**src/wwt_consts.svh**
```systemverilog
// Behaviour
// - Count is 16 bits, a low 8-bit stage carrying into a high stage.
// - Count rate is clock divided by 2, or by 128 when rate select is set.
// - A service access in idle, or in run outside the enabled window, loads the high byte with reload, clears the low byte.
// - After service, counting resumes upward from reload times 256.
// - Overflow before service raises the watchdog interrupt and starts prewarning.
// - Prewarning lasts 30 hex counts, then the system reset output asserts.
// - Service inside the enabled window starts prewarning without interrupt, reset follows.
// - Forbidden window spans 0000 hex up to boundary byte followed by 00.
// - Service to overflow takes 2^(1+6*select)*(65536-reload*256) clocks.
// - With window on and boundary above reload, boundary sets the service period.
// - In debug mode the count is suspended by default and holds.
`ifndef WWT_CONSTS_SVH
`define WWT_CONSTS_SVH

`define WWT_ADDR_W        8
`define WWT_OFS_CTRL      8'h00
`define WWT_OFS_RELOAD    8'h04
`define WWT_OFS_WINDOW    8'h08
`define WWT_OFS_SERVICE   8'h0C
`define WWT_OFS_STATUS    8'h10
`define WWT_OFS_COUNT     8'h14

`define WWT_CTRL_ENABLE   0
`define WWT_CTRL_RATE     1
`define WWT_CTRL_WINDOW   2
`define WWT_CTRL_DBGSUSP  3
`define WWT_CTRL_RESET    4'h8

`define WWT_STAT_NMI      0
`define WWT_STAT_PREWARN  1
`define WWT_STAT_RESET    2
`define WWT_STAT_VIOL     3

`define WWT_DIV_FAST      2
`define WWT_DIV_SLOW      128
`define WWT_PREWARN_COUNT 16'h0030
`define WWT_COUNT_MAX     16'hFFFF

`endif

```
**src/wwt_pkg.sv**
```systemverilog
package wwt_pkg;

   typedef enum logic [1:0] {
      WWT_IDLE,
      WWT_RUN,
      WWT_PREWARN,
      WWT_RESET
   } wwt_mode_t;

   typedef struct packed {
      logic [6:0] cnt;
      logic       tick;
   } wwt_presc_state_t;

   typedef struct packed {
      logic [7:0] high;
      logic [7:0] low;
   } wwt_cnt_state_t;

   typedef struct packed {
      wwt_mode_t   mode;
      logic        enable;
      logic        rate_select_bit;
      logic        window_en;
      logic        dbg_suspend;
      logic [7:0]  reload_high_byte;
      logic [7:0]  window_boundary_byte;
      logic        nmi;
      logic        rst_out;
      logic        viol;
      logic        pready;
      logic        pslverr;
      logic [31:0] prdata;
   } wwt_top_state_t;

endpackage

```
**src/wwt_counter.sv**
```systemverilog
`timescale 1ns/1ps

module wwt_counter (
   input  wire logic        clk,
   input  wire logic        reset_n,
   input  wire logic        inc,
   input  wire logic        load,
   input  wire logic        clear,
   input  wire logic [7:0]  load_high,
   output logic      [15:0] count
);
   import wwt_pkg::*;

   wwt_cnt_state_t s;
   wwt_cnt_state_t next_s;

   always_comb begin
      next_s = s;
      if (clear) begin
         next_s = '0;
      end else if (load) begin
         next_s.high = load_high;
         next_s.low = 8'h00;
      end else if (inc) begin
         next_s.low = s.low + 8'h01;
         if (s.low == 8'hFF) begin
            next_s.high = s.high + 8'h01;
         end
      end
   end

   always_ff @(posedge clk) begin
      if (!reset_n) begin
         s <= '0;
      end else begin
         s <= next_s;
      end
   end

   assign count = {s.high, s.low};

endmodule

```
**src/wwt_prescaler.sv**
```systemverilog
`timescale 1ns/1ps
`include "wwt_consts.svh"

module wwt_prescaler #(
   parameter int DIV_FAST = `WWT_DIV_FAST,
   parameter int DIV_SLOW = `WWT_DIV_SLOW
) (
   input  wire logic clk,
   input  wire logic reset_n,
   input  wire logic slow,
   input  wire logic clear,
   input  wire logic hold,
   output logic      tick
);
   import wwt_pkg::*;

   initial begin
      if (DIV_FAST < 1 || DIV_SLOW < 1 || DIV_FAST > 128 || DIV_SLOW > 128) begin
         $error("wwt_prescaler: divider out of range 1..128");
      end
   end

   wwt_presc_state_t s;
   wwt_presc_state_t next_s;
   logic [6:0]       last;

   always_comb begin
      last = slow ? 7'(DIV_SLOW - 1) : 7'(DIV_FAST - 1);
      next_s = s;
      next_s.tick = 1'b0;
      if (clear) begin
         next_s.cnt = 7'h00;
      end else if (!hold) begin
         if (s.cnt >= last) begin
            next_s.cnt = 7'h00;
            next_s.tick = 1'b1;
         end else begin
            next_s.cnt = s.cnt + 7'h01;
         end
      end
   end

   always_ff @(posedge clk) begin
      if (!reset_n) begin
         s <= '0;
      end else begin
         s <= next_s;
      end
   end

   assign tick = s.tick;

endmodule

```
**src/wwt_top.sv**
```systemverilog
// The APB register port and the address map were chosen for this implementation.
`timescale 1ns/1ps
`include "wwt_consts.svh"

module wwt_top #(
   parameter int DIV_FAST = `WWT_DIV_FAST,
   parameter int DIV_SLOW = `WWT_DIV_SLOW
) (
   input  wire logic                   clk,
   input  wire logic                   reset_n,
   input  wire logic                   psel,
   input  wire logic                   penable,
   input  wire logic                   pwrite,
   input  wire logic [`WWT_ADDR_W-1:0] paddr,
   input  wire logic [31:0]            pwdata,
   output logic      [31:0]            prdata,
   output logic                        pready,
   output logic                        pslverr,
   input  wire logic                   debug_mode,
   output logic                        watchdog_nmi_request,
   output logic                        watchdog_system_reset_out
);
   import wwt_pkg::*;

   initial begin
      if (`WWT_ADDR_W < 5) begin
         $error("wwt_top: address too narrow for the register map");
      end
      // The prescaler counter is seven bits wide, so no divider above 128 fits.
      if (DIV_FAST < 1 || DIV_FAST > 128) begin
         $error("wwt_top: fast divider out of range 1..128");
      end
      if (DIV_SLOW < 1 || DIV_SLOW > 128) begin
         $error("wwt_top: slow divider out of range 1..128");
      end
      if (`WWT_PREWARN_COUNT == 16'h0000) begin
         $error("wwt_top: prewarning length must not be zero");
      end
   end

   wwt_top_state_t s;
   wwt_top_state_t next_s;

   logic [15:0] watchdog_counter;
   logic        tick;
   logic        cnt_inc;
   logic        cnt_load;
   logic        cnt_clear;
   logic        presc_clear;
   logic        presc_hold;
   logic        suspended;
   logic        setup_done;
   logic        commit;
   logic        wr;
   logic        service;
   logic        overflow;
   logic        in_window;
   logic [31:0] rdata;
   logic        mapped;
   logic        wr_ctrl;
   logic        wr_reload;
   logic        wr_window;
   logic        wr_status;
   logic        prewarn_done;

   function automatic logic [31:0] zext8(input logic [7:0] v);
      return {24'h000000, v};
   endfunction

   function automatic logic addr_is(input logic [`WWT_ADDR_W-1:0] a,
                                    input logic [`WWT_ADDR_W-1:0] ofs);
      return a == ofs;
   endfunction

   // Unused control bits read as zero so software can mask nothing.
   function automatic logic [31:0] ctrl_word(input wwt_top_state_t st);
      logic [31:0] w;
      w = 32'h00000000;
      w[`WWT_CTRL_ENABLE] = st.enable;
      w[`WWT_CTRL_RATE] = st.rate_select_bit;
      w[`WWT_CTRL_WINDOW] = st.window_en;
      w[`WWT_CTRL_DBGSUSP] = st.dbg_suspend;
      return w;
   endfunction

   function automatic logic [31:0] status_word(input wwt_top_state_t st);
      logic [31:0] w;
      w = 32'h00000000;
      w[`WWT_STAT_NMI] = st.nmi;
      w[`WWT_STAT_PREWARN] = (st.mode == WWT_PREWARN);
      w[`WWT_STAT_RESET] = st.rst_out;
      w[`WWT_STAT_VIOL] = st.viol;
      return w;
   endfunction

   wwt_prescaler #(
      .DIV_FAST (DIV_FAST),
      .DIV_SLOW (DIV_SLOW)
   ) wwt_prescaler_inst (
      .clk     (clk),
      .reset_n (reset_n),
      .slow    (s.rate_select_bit),
      .clear   (presc_clear),
      .hold    (presc_hold),
      .tick    (tick)
   );

   wwt_counter wwt_counter_inst (
      .clk       (clk),
      .reset_n   (reset_n),
      .inc       (cnt_inc),
      .load      (cnt_load),
      .clear     (cnt_clear),
      .load_high (s.reload_high_byte),
      .count     (watchdog_counter)
   );

   // Read mux for the access phase; data is registered in the same cycle as pready.
   always_comb begin
      rdata = 32'h00000000;
      mapped = 1'b1;
      if (addr_is(paddr, `WWT_OFS_CTRL)) begin
         rdata = ctrl_word(s);
      end else if (addr_is(paddr, `WWT_OFS_RELOAD)) begin
         rdata = zext8(s.reload_high_byte);
      end else if (addr_is(paddr, `WWT_OFS_WINDOW)) begin
         rdata = zext8(s.window_boundary_byte);
      end else if (addr_is(paddr, `WWT_OFS_SERVICE)) begin
         rdata = 32'h00000000;
      end else if (addr_is(paddr, `WWT_OFS_STATUS)) begin
         rdata = status_word(s);
      end else if (addr_is(paddr, `WWT_OFS_COUNT)) begin
         rdata = {16'h0000, watchdog_counter};
      end else begin
         mapped = 1'b0;
      end
   end

   always_comb begin
      next_s = s;
      setup_done = psel && penable && !s.pready;
      commit = psel && penable && s.pready;
      wr = commit && pwrite;
      service = wr && addr_is(paddr, `WWT_OFS_SERVICE);
      wr_ctrl = wr && addr_is(paddr, `WWT_OFS_CTRL);
      wr_reload = wr && addr_is(paddr, `WWT_OFS_RELOAD);
      wr_window = wr && addr_is(paddr, `WWT_OFS_WINDOW);
      wr_status = wr && addr_is(paddr, `WWT_OFS_STATUS);
      suspended = debug_mode && s.dbg_suspend;
      presc_hold = suspended || (s.mode == WWT_IDLE) || (s.mode == WWT_RESET);
      presc_clear = 1'b0;
      cnt_inc = 1'b0;
      cnt_load = 1'b0;
      cnt_clear = 1'b0;
      overflow = tick && !suspended && (watchdog_counter == `WWT_COUNT_MAX);
      // inclusive forbidden window
      // A boundary above the reload delays the earliest legal service, which is what
      // shortens the usable service period; no separate period logic is needed.
      in_window = watchdog_counter <= {s.window_boundary_byte, 8'h00};
      prewarn_done = (watchdog_counter == `WWT_PREWARN_COUNT);

      // Bus slave: one wait state, answer registered.
      next_s.pready = setup_done;
      if (setup_done) begin
         next_s.prdata = pwrite ? 32'h00000000 : rdata;
         next_s.pslverr = !mapped;
      end else begin
         next_s.prdata = 32'h00000000;
         next_s.pslverr = 1'b0;
      end

      if (wr_ctrl) begin
         next_s.enable = pwdata[`WWT_CTRL_ENABLE];
         next_s.rate_select_bit = pwdata[`WWT_CTRL_RATE];
         next_s.window_en = pwdata[`WWT_CTRL_WINDOW];
         next_s.dbg_suspend = pwdata[`WWT_CTRL_DBGSUSP];
      end
      if (wr_reload) begin
         next_s.reload_high_byte = pwdata[7:0];
      end
      if (wr_window) begin
         next_s.window_boundary_byte = pwdata[7:0];
      end
      // Write one to clear; a same-cycle event below sets again and wins.
      if (wr_status) begin
         if (pwdata[`WWT_STAT_NMI]) begin
            next_s.nmi = 1'b0;
         end
         if (pwdata[`WWT_STAT_VIOL]) begin
            next_s.viol = 1'b0;
         end
      end

      case (s.mode)
         WWT_IDLE: begin
            if (service) begin
               cnt_load = 1'b1;
               presc_clear = 1'b1;
            end
            if (wr_ctrl && pwdata[`WWT_CTRL_ENABLE]) begin
               next_s.mode = WWT_RUN;
            end
         end
         WWT_RUN: begin
            if (service) begin
               if (s.window_en && in_window) begin
                  next_s.viol = 1'b1;
                  next_s.mode = WWT_PREWARN;
                  cnt_clear = 1'b1;
                  presc_clear = 1'b1;
               end else begin
                  cnt_load = 1'b1;
                  presc_clear = 1'b1;
               end
            end else if (overflow) begin
               next_s.nmi = 1'b1;
               next_s.mode = WWT_PREWARN;
               cnt_inc = 1'b1;
            end else begin
               cnt_inc = tick && !suspended;
               if (wr_ctrl && !pwdata[`WWT_CTRL_ENABLE]) begin
                  next_s.mode = WWT_IDLE;
               end
            end
         end
         WWT_PREWARN: begin
            if (prewarn_done) begin
               next_s.rst_out = 1'b1;
               next_s.mode = WWT_RESET;
            end else begin
               cnt_inc = tick && !suspended;
            end
         end
         WWT_RESET: begin
            next_s.rst_out = 1'b1;
         end
         default: begin
            next_s.mode = WWT_IDLE;
         end
      endcase
   end

   always_ff @(posedge clk) begin
      if (!reset_n) begin
         s <= '0;
         s.mode <= WWT_IDLE;
         s.dbg_suspend <= 1'b1;
      end else begin
         s <= next_s;
      end
   end

   assign prdata = s.prdata;
   assign pready = s.pready;
   assign pslverr = s.pslverr;
   assign watchdog_nmi_request = s.nmi;
   assign watchdog_system_reset_out = s.rst_out;

endmodule

```
**config.mk**
```make
export PLATFORM = sky130hd
export DESIGN_NAME = wwt_top
export DESIGN_NICKNAME = d
export VERILOG_FILES = /design/src/wwt_pkg.sv /design/src/wwt_counter.sv /design/src/wwt_prescaler.sv /design/src/wwt_top.sv
export VERILOG_INCLUDE_DIRS = /design/src /design/src/src
export SDC_FILE = /design/constraint.sdc
export NUM_CORES = 1
export LEC_CHECK = 0
export BUFFER_PORTS_ARGS = -buffer_cell sky130_fd_sc_hd__buf_2
export CORE_UTILIZATION = 30
export CTS_CLUSTER_SIZE = 12
export DETAILED_ROUTE_END_ITERATION = 7
export PLACE_DENSITY = 0.5
export REMOVE_ABC_BUFFERS = 1
export SYNTH_ARGS = -nofsm -noshare
export SYNTH_HDL_FRONTEND = slang
export SYNTH_SLANG_ARGS = --single-unit
```
**constraint.sdc**
```tcl
create_clock -name clk -period 2.2 [get_ports clk]
set_input_delay 0 -clock clk [delete_from_list [all_inputs] [get_ports clk]]
set_output_delay 0 -clock clk [all_outputs]
set_load 0.01 [all_outputs]
```
==> impl_metrics.tcl, run 1 <==
set metrics [dict create \
    status "finished with violations" \
    violations "hold timing" \
    crit_required_ps 2470 \
    power.total_mw 3.123 \
    yosysSeqAreaShare_pct 34.87 \
    drtIter0Drc 264 \
    core_mm2 0.01226 \
    final_common_cell "dfxtp_1" \
    ys_ff_latch 67 \
    cts_root_buffer "clkbuf_16" \
    crit_chain "inv_2 -> ha_4 -> nand3_2 -> or4_4 -> or4_1 -> and4_1 -> nor3_2" \
    place_congestion 0.8595 \
    syn_area_mm2 0.003846 \
    die_h_um 115.2 \
    slew_headroom_pct 61.36 \
    synth_edf_count 0 \
    synthCells 457 \
    vias 3312 \
    place_worst_setup_slack_ps -91.56 \
    crit_slowest_cell "or4_4" \
    synth_cell_type_count 59 \
    period_needed_ps 2120 \
    avgSynthCellArea_um2 8.416 \
    slew_viol_final 0 \
    route.detailed.wl_per_inst_um 14.59 \
    hpwl_um 7709 \
    area_growth_pct 21.44 \
    pin_count 82 \
    ir_drop_v 0.0002784 \
    finalSetupViolCount 0 \
    p_int_mw 2.302 \
    ys.flop_type "dfxtp_1" \
    clk_latency_ps 340 \
    pwr-share-comb_pct 16.3 \
    max_freq_ghz 0.4716 \
    layout-drive-gt1-share_pct 22.12 \
    cts-buffers-inserted 9 \
    cellLeakagePower_nw 1.790 \
    die-area_mm2 0.01328 \
    fin_ws_ps 79.67 \
    clock_path_buffers 2 \
    drc_errors 0 \
    dp_cells 660 \
    die_x_um 115.2 \
    clockPowerShare_pct 43.7 \
    seq_power_share_pct 40.0 \
    layout_common_cells "dfxtp_1, buf_2, nand2_1" \
    path_buf_inv 1 \
    htreeDepth 3 \
    fill_cells 1277 \
    finalSetupTns_ps 0 \
    portBuffers 41 \
    fin_crit_sh_pct 96.38 \
    gr-total-overflow 0 \
    hold_ws_ps -0.5222 \
    grt_pass1_wl_um 15990 \
    crit_arrival_ps 2390 \
    crit_path_start_kind "register" \
    fin_cells 688 \
    via_per_inst 4.814 \
    start_util_pct 31.37 \
    rsz0062_at_grt "true" \
    path_max_fanout 8 \
    slowest_delay_ps 550 \
    grt_pass1_vias 3170 \
    worstSetupPathType "register to register" \
    clk_pin_slew_ps 60 \
    skew_ps 6.097 \
    routed_wl_um 10040 \
    max_cap_violations 0 \
    num_antenna_cells 0 \
    num_rows 40 \
    yosysWarnings 0 \
    grtUsageTotal_pct 16.17 \
    switchingPower_mw 0.8213 \
    tightest_slew_ps 575.2 \
    ant_nets 0 \
    path_delay_family "simple AND/OR/NAND/NOR gates" \
    netSwitchingFraction_pct 26.30 \
    critPathCaptureType "register" \
    ys_async_sr_fraction_pct 0 \
    grt_max_degree 30 \
    antenna_found_initial 0 \
    nets 584 \
    clock_sinks 67 \
    tritoncts "done" \
    hp-class "input port to register" \
    power.density_mw_per_mm2 668.6 \
    hold_viol 1 \
    dr.pass1.iters 4 \
]
[power groups by stage]
stage | registers, mW | clock network, mW | logic (mW)
after floorplan | 1.28 | 0 | 0.229
final | 1.25 | 1.36 | 0.509
after global placement | 1.27 | 0 | 0.405
after detailed placement | 1.27 | 0 | 0.418
after CTS | 1.25 | 1.38 | 0.441
after global routing | 1.25 | 1.45 | 0.558
[cell usage after synthesis, types with 2 or more instances]
master	count	area, µm²
a211oi_1	11	82.58
a21boi_0	12	90.09
a21o_1	4	30.03
a21oi_1	23	115.1
a221oi_1	2	17.52
a22oi_1	2	15.01
a31oi_1	5	31.28
and2_1	11	68.82
and4_1	6	52.55
buf_1	2	7.510
buf_2	7	35.03
buf_4	33	247.7
clkbuf_1	10	37.54
dfxtp_1	67	1341
ha_1	23	287.8
inv_1	20	75.07
mux2i_1	11	110.1
nand2_1	38	142.6
nand2b_1	5	31.28
nand3_1	27	135.1
nand3b_1	2	15.01
nand4_1	7	43.79
nor2_1	27	101.4
nor2b_1	12	75.07
nor3_1	18	90.09
nor3b_1	2	15.01
nor4_1	10	62.56
o21a_1	2	15.01
o21ai_0	8	40.04
o21ai_1	2	10.01
or2_2	2	12.51
or4_1	2	15.01
xnor2_1	16	140.1
xor2_1	3	26.28
[stage by stage]
step | area (µm²) | utilization (%)
after floorplan | 3563 | -
after global placement | 4219 | 34.41
after detailed placement | 4219 | 34.41
after CTS | 4612 | 37.61
after global routing | 4671 | 38.09
final | 4671 | 38.09
[state kept, by name, summed over array words and instances (netlist names)]
name                       count
pready                         1
prdata                        16
wwt_counter_inst.count        16
wwt_prescaler_inst.tick        1
watchdog_system_reset_out      1
wwt_prescaler_inst.s           7
watchdog_nmi_request           1
pslverr                        1
s                             23
[cell families after synthesis]
kind of cell | count (synthesis) | share of synthesized area [%]
AND/OR/NAND/NOR | 183 | 26.02
AO/OA/AOI/OAI | 79 | 13.27
buffers and inverters | 73 | 10.77
flip-flops | 67 | 34.87
adder cells (fa/ha/maj) | 23 | 7.482
XOR/XNOR | 19 | 4.327
multiplexers | 12 | 3.156
other | 1 | 0.09750
[final timing paths]
kind	slack (ps)	depth (start not counted)	start	to
setup / recovery	80	7	s[57]$_SDFFE_PN0P_	wwt_counter_inst.count[10]$_SDFFE_PP0P_
setup reg to reg	80	7	s[57]$_SDFFE_PN0P_	wwt_counter_inst.count[10]$_SDFFE_PP0P_
hold / removal	-0.5	3	reset_n	pready$_SDFF_PN0_
hold reg to reg	500	2	s[56]$_SDFFE_PN0P_	s[56]$_SDFFE_PN0P_
[worst reg2reg max path, cell delays in order (launching register included)]
cell     delay [ps]
dfxtp_1         340
inv_2            60
ha_4            270
nand3_2          70
or4_4           550
or4_1           420
and4_1          220
nor3_2          130
[timing repair]
| action | in CTS | in global routing |
|---|---|---|
| endpoints found under the setup margin | 9 | 20 |
| resized for setup | 3 | 13 |
| pin swaps | 0 | 8 |
| hold endpoints to repair | 18 | 0 |
| setup buffers | 0 | 2 |
| hold buffers | 10 | 0 |
[per-layer routing]
layer | GRT usage (%) | share of wire [%]
met1 | 21.51 | 50
met2 | 24.66 | 44
met3 | 3.743 | 3.9
met4 | 7.706 | 2.2
met5 | 0 | 0
[final cells by class]
| class | count | area (µm²) | area share, % |
|---|---|---|---|
| tap | 168 | 210.2 | 4.500 |
| multi-input combinational | 332 | 2196 | 47.01 |
| clock inverter | 5 | 27.53 | 0.5893 |
| clock buffer | 11 | 252.7 | 5.411 |
| timing repair buffer | 85 | 564.3 | 12.08 |
| inverter | 20 | 75.07 | 1.607 |
| sequential | 67 | 1345 | 28.80 |
Power figures use the tool's default switching activity.
==> inputs of run 2 (changes only) <==
- HOLD_SLACK_MARGIN: unset -> 0.08
- PLACE_DENSITY: 0.5 -> 0.48
- clock period: 2.2 -> 2.6 ns (I/O delays scaled with it)
==> run 2 against run 1 <==
The flow now finishes without violations; first-iteration DRC count shrank 11%; total power shrank 17%; non-clock buffer count shrank 18; design area shrank 3.6%.
==> impl_metrics.tcl, run 2 (same netlist as run 1, synthesis figures left out) <==
set metrics [dict create \
    path_buf_inv 2 \
    fin_crit_sh_pct 88.16 \
    num_antenna_cells 0 \
    fill_cells 1260 \
    postCtsSetupBuffers 0 \
    dr.pass1.iters 4 \
    critPathCaptureType "register" \
    crit_chain "inv_1 -> ha_1 -> nor4b_1 -> nand4_1 -> a22oi_1 -> buf_4 -> or4_1 -> and4_1 -> nor3_2" \
    layout_common_cells "dfxtp_1, buf_2, nand2_1" \
    cellLeakagePower_nw 1.693 \
    die_x_um 115.2 \
    die-area_mm2 0.01328 \
    clock_sinks 67 \
    route.detailed.wl_per_inst_um 14.96 \
    nets 566 \
    path_max_fanout 16 \
    status "finished clean" \
    slew_viol_final 0 \
    path_delay_family "simple AND/OR/NAND/NOR gates" \
    grt_pass1_vias 3015 \
    slew_headroom_pct 51.69 \
    core_mm2 0.01226 \
    finalSetupTns_ps 0 \
    max_cap_violations 0 \
    regArea_mm2 0.001341 \
    grt_max_degree 30 \
    place_congestion 0.8169 \
    max_freq_ghz 0.4363 \
    vias 3241 \
    num_rows 40 \
    routed_wl_um 10010 \
    htreeDepth 3 \
    gr-total-overflow 0 \
    place_worst_setup_slack_ps 218.0 \
    drc_errors 0 \
    crit_arrival_ps 2560 \
    ir_drop_v 0.0004105 \
    portBuffers 41 \
    regMostFlops "s" \
    multi_input_area_mm2 0.002148 \
    fin_ws_ps 307.8 \
    hp-class "input port to register" \
    tightest_slew_ps 723.1 \
    start_util_pct 31.37 \
    drtIter0Drc 235 \
    rsz0062_at_grt "false" \
    finalSetupViolCount 0 \
    clock_path_buffers 2 \
    period_needed_ps 2292 \
    crit_slowest_cell "or4_1" \
    grtUsageTotal_pct 16.03 \
    layout-drive-gt1-share_pct 15.57 \
    cts-buffers-inserted 9 \
    slowest_delay_ps 480 \
    skew_ps 4.279 \
    antenna_found_initial 0 \
    crit_path_start_kind "register" \
    die_h_um 115.2 \
    cts_root_buffer "clkbuf_16" \
    via_per_inst 4.845 \
    ant_nets 0 \
    pin_count 82 \
    tritoncts "done" \
    hold_viol 0 \
    area_growth_pct 17.01 \
    hpwl_um 7634 \
    final_common_cell "dfxtp_1" \
    crit_required_ps 2860 \
    power.density_mw_per_mm2 578.6 \
    grt_pass1_wl_um 15880 \
    clk_pin_slew_ps 50 \
    worstSetupPathType "register to register" \
    largest_reg_flops 23 \
    clk_latency_ps 330 \
]
-- run 2: path summary, 6_finish.rpt --
path / slack, ps / cells after the start / endpoint / startpoint
worst max register to register: 310 / 9 / wwt_counter_inst.count[10]$_SDFFE_PP0P_ / wwt_counter_inst.count[8]$_SDFFE_PP0P_
worst min register to register: 480 / 2 / s[56]$_SDFFE_PN0P_ / s[56]$_SDFFE_PN0P_
worst min-delay path: 90 / 3 / pslverr$_SDFF_PN0_ / paddr[4]
worst max-delay path: 310 / 9 / wwt_counter_inst.count[10]$_SDFFE_PP0P_ / wwt_counter_inst.count[8]$_SDFFE_PP0P_
-- run 2: routing by layer --
| layer | global-route usage [%] | part of all wire (%) | vias up |
|---|---|---|---|
| met4 | 5.195 | 1.4 | 0 |
| met1 | 21.45 | 50 | 1523 |
| met2 | 24.82 | 45 | 70 |
| li1 | - | - | 1633 |
| met5 | 0 | 0 | - |
| met3 | 4.481 | 4.3 | 15 |
-- run 2: where the power goes --
| group | internal (mW) | total, mW | leakage [nW] | switching, mW |
|---|---|---|---|---|
| Sequential | 1.04 | 1.06 | 0.540 | 0.0177 |
| Clock | 0.788 | 1.22 | 0.146 | 0.429 |
| Combinational | 0.140 | 0.325 | 1.01 | 0.185 |
-- run 2: worst register-to-register path: cells and delay by family (launching register included) --
kind | cells | cell delay, ps
simple gates | 5 | 1180
compound gates | 1 | 90
flops | 1 | 410
fa+ha+maj | 1 | 210
buf+inv | 2 | 340
-- run 2: timing repair --
| action | in CTS | in global routing |
|---|---|---|
| gates resized for setup | 0 | 1 |
| endpoints found under the setup margin | 0 | 4 |
| hold buffers | 12 | 0 |
| endpoints found under the hold margin | 24 | 0 |
-- run 2: cell type report --
class / count / area share (%)
timing repair buffer: 67 / 9.564
tap: 168 / 4.671
clock buffer: 13 / 5.783
clock inverter: 2 / 0.7784
multi-input combinational: 332 / 47.73
inverter: 20 / 1.668
sequential: 67 / 29.80
-- run 2: metrics by stage --
| stage | utilization (%) | area, µm² | std cells | hold WS (ps) | power [mW] |
|---|---|---|---|---|---|
| floorplan | - | 3563 | 419 | 71.83 | 1.274 |
| detailed placement | 33.31 | 4084 | 642 | 291.5 | 1.394 |
| global placement | 33.31 | 4084 | 642 | 277.6 | 1.389 |
| global route | 36.70 | 4501 | 669 | 111.2 | 2.726 |
| finish | 36.70 | 4501 | 669 | 94.69 | 2.604 |
| CTS | 36.69 | 4499 | 669 | 94.43 | 2.640 |
==> inputs of run 3 (changes only) <==
- CORE_UTILIZATION: 30 -> 31
- PLACE_DENSITY: 0.48 -> 0.49
- RECOVER_POWER: unset -> 50
==> run 3 against run 2 <==
Cell count stayed put; via count down 0.15%; global-route usage shrank 0.068 points; total power decreased by 3.5%; core utilization down 0.055 points; worst hold slack improved by 14 ps; first-iteration DRC count fell by 5.5%; largest cell class unchanged; fmax shrank 3.3%; die area shrank 3.2%.
==> impl_metrics.tcl, run 3 (same netlist as run 1, synthesis figures left out) <==
set metrics [dict create \
    htreeDepth 3 \
    via_per_inst 4.837 \
    whs_path_depth 3 \
    nets 565 \
    die_x_um 113.4 \
    place_worst_setup_slack_ps 84.89 \
    finalSetupViolCount 0 \
    num_antenna_cells 0 \
    hp-class "input port to register" \
    tritoncts "done" \
    status "finished clean" \
    cts_root_buffer "clkbuf_16" \
    start_util_pct 31.89 \
    pin_count 82 \
    rr_startpoint "s[55]$_SDFFE_PN0P_" \
    grtUsageTotal_pct 15.96 \
    max_cap_violations 0 \
    regMostFlops "s" \
    die_h_um 113.4 \
    r2r-end "wwt_prescaler_inst.s[6]$_SDFFE_PP0N_" \
    critPathCaptureType "register" \
    crit_path_start_kind "register" \
    drc_errors 0 \
    area_growth_pct 14.93 \
    ir_drop_v 0.0002859 \
    clk_pin_slew_ps 50 \
    gr-total-overflow 0 \
    finalSetupTns_ps 0 \
    skew_ps 4.551 \
    crit_required_ps 2850 \
    path_max_fanout 7 \
    rsz0062_at_grt "false" \
    grt_pass1_wl_um 15790 \
    fin_ws_ps 229.0 \
    portBuffers 41 \
    hpwl_um 7521 \
    largest_reg_flops 23 \
    layout-drive-gt1-share_pct 10.58 \
    ant_nets 0 \
    reg2reg_depth 8 \
    crit_arrival_ps 2620 \
    grt_pass1_vias 3000 \
    hold_end "pslverr$_SDFF_PN0_" \
    postCtsSetupBuffers 0 \
    slew_viol_final 0 \
    route.detailed.wl_per_inst_um 14.82 \
    core_mm2 0.01206 \
    vias 3236 \
    clock_path_buffers 2 \
    routed_wl_um 9917 \
    period_needed_ps 2371 \
    slew_headroom_pct 46.80 \
    final_common_cell "dfxtp_1" \
    cts-buffers-inserted 9 \
    drtIter0Drc 222 \
    die-area_mm2 0.01286 \
    fin_crit_sh_pct 91.19 \
    clk_latency_ps 330 \
    max_freq_ghz 0.4218 \
    min_from "paddr[4]" \
    reg2reg_slack_ps 230 \
    layout_common_cells "dfxtp_1, nand2_1, nor2_1, nand3_1, clkbuf_1" \
    dr.pass1.iters 4 \
    clock_sinks 67 \
    hold_viol 0 \
    power.density_mw_per_mm2 568.7 \
    worstSetupPathType "register to register" \
    grt_max_degree 30 \
    antenna_found_initial 0 \
    cellLeakagePower_nw 1.566 \
    fill_cells 1266 \
    num_rows 40 \
    tightest_slew_ps 796.3 \
    place_congestion 0.8096 \
]
==> run 3: cell types whose count changed in the layout (fill, tap and decap cells not counted), sizes merged <==
cell and change:
clkbuf +23, buf -22, bufinv -1, dlygate4sd3 -1, clkinv +1
==> run 3: power breakdown <==
| group | switching [mW] | internal (mW) |
|---|---|---|
| clock | 0.425 | 0.695 |
| combinational | 0.194 | 0.139 |
| sequential | 0.0169 | 1.04 |
| total | 0.636 | 1.88 |
==> run 3: worst max-delay path by stage <==
stage / slack [ps] / cells past startpoint / startpoint / to
after floorplan: 290 / 6 / pready$_SDFF_PN0_ / wwt_counter_inst.count[8]$_SDFFE_PP0P_
after global placement: 290 / 8 / s[55]$_SDFFE_PN0P_ / wwt_prescaler_inst.tick$_SDFF_PP0_
after detailed placement: 80 / 8 / s[55]$_SDFFE_PN0P_ / wwt_prescaler_inst.s[1]$_SDFFE_PP0N_
after CTS: 90 / 8 / s[55]$_SDFFE_PN0P_ / wwt_prescaler_inst.tick$_SDFF_PP0_
after global routing: 110 / 8 / s[55]$_SDFFE_PN0P_ / wwt_prescaler_inst.s[6]$_SDFFE_PP0N_
final: 230 / 8 / s[55]$_SDFFE_PN0P_ / wwt_prescaler_inst.s[6]$_SDFFE_PP0N_
==> run 3: area by class of cell <==
class	instances	area, µm²	area share, %
clock buffers	14	264.0	5.972
clock inverters	2	10.01	0.2264
inverters	20	75.07	1.698
multi-input cells	332	2132	48.23
flip-flops and latches	67	1341	30.34
well taps	168	210.2	4.755
repair buffers	66	387.9	8.774
==> run 3: routing by layer <==
| layer | routed length, µm | global-route usage (%) |
|---|---|---|
| met2 | 4435 | 24.87 |
| met4 | 81 | 4.211 |
| met5 | 0 | 0 |
| met3 | 628 | 4.091 |
| met1 | 4771 | 21.88 |
==> run 3: stage by stage <==
step | cell area, µm² | power [mW] | utilization (%) | hold slack, ps | std cells
after floorplan | 3563 | 1.274 | - | 71.83 | 419
after global placement | 4084 | 1.391 | 33.86 | 276.3 | 642
after detailed placement | 4084 | 1.397 | 33.86 | 288.6 | 642
after CTS | 4468 | 2.538 | 37.04 | 85.99 | 669
after global routing | 4420 | 2.629 | 36.65 | 115.3 | 669
final | 4420 | 2.514 | 36.65 | 109.1 | 669
==> run 3: what timing repair did <==
item / in CTS / in global routing
hold endpoints to repair: 23 / 0
endpoints found under the setup margin: 0 / 1
gates resized for setup: 0 / 1
hold buffers: 11 / 0
==> run 3: critical path: stages, from the launching register on <==
cell	delay (ps)
dfxtp_1	360
inv_1	140
ha_1	300
a21o_1	170
a21o_1	160
a21o_1	170
a2111oi_1	520
nor3b_1	250
nor3_1	220
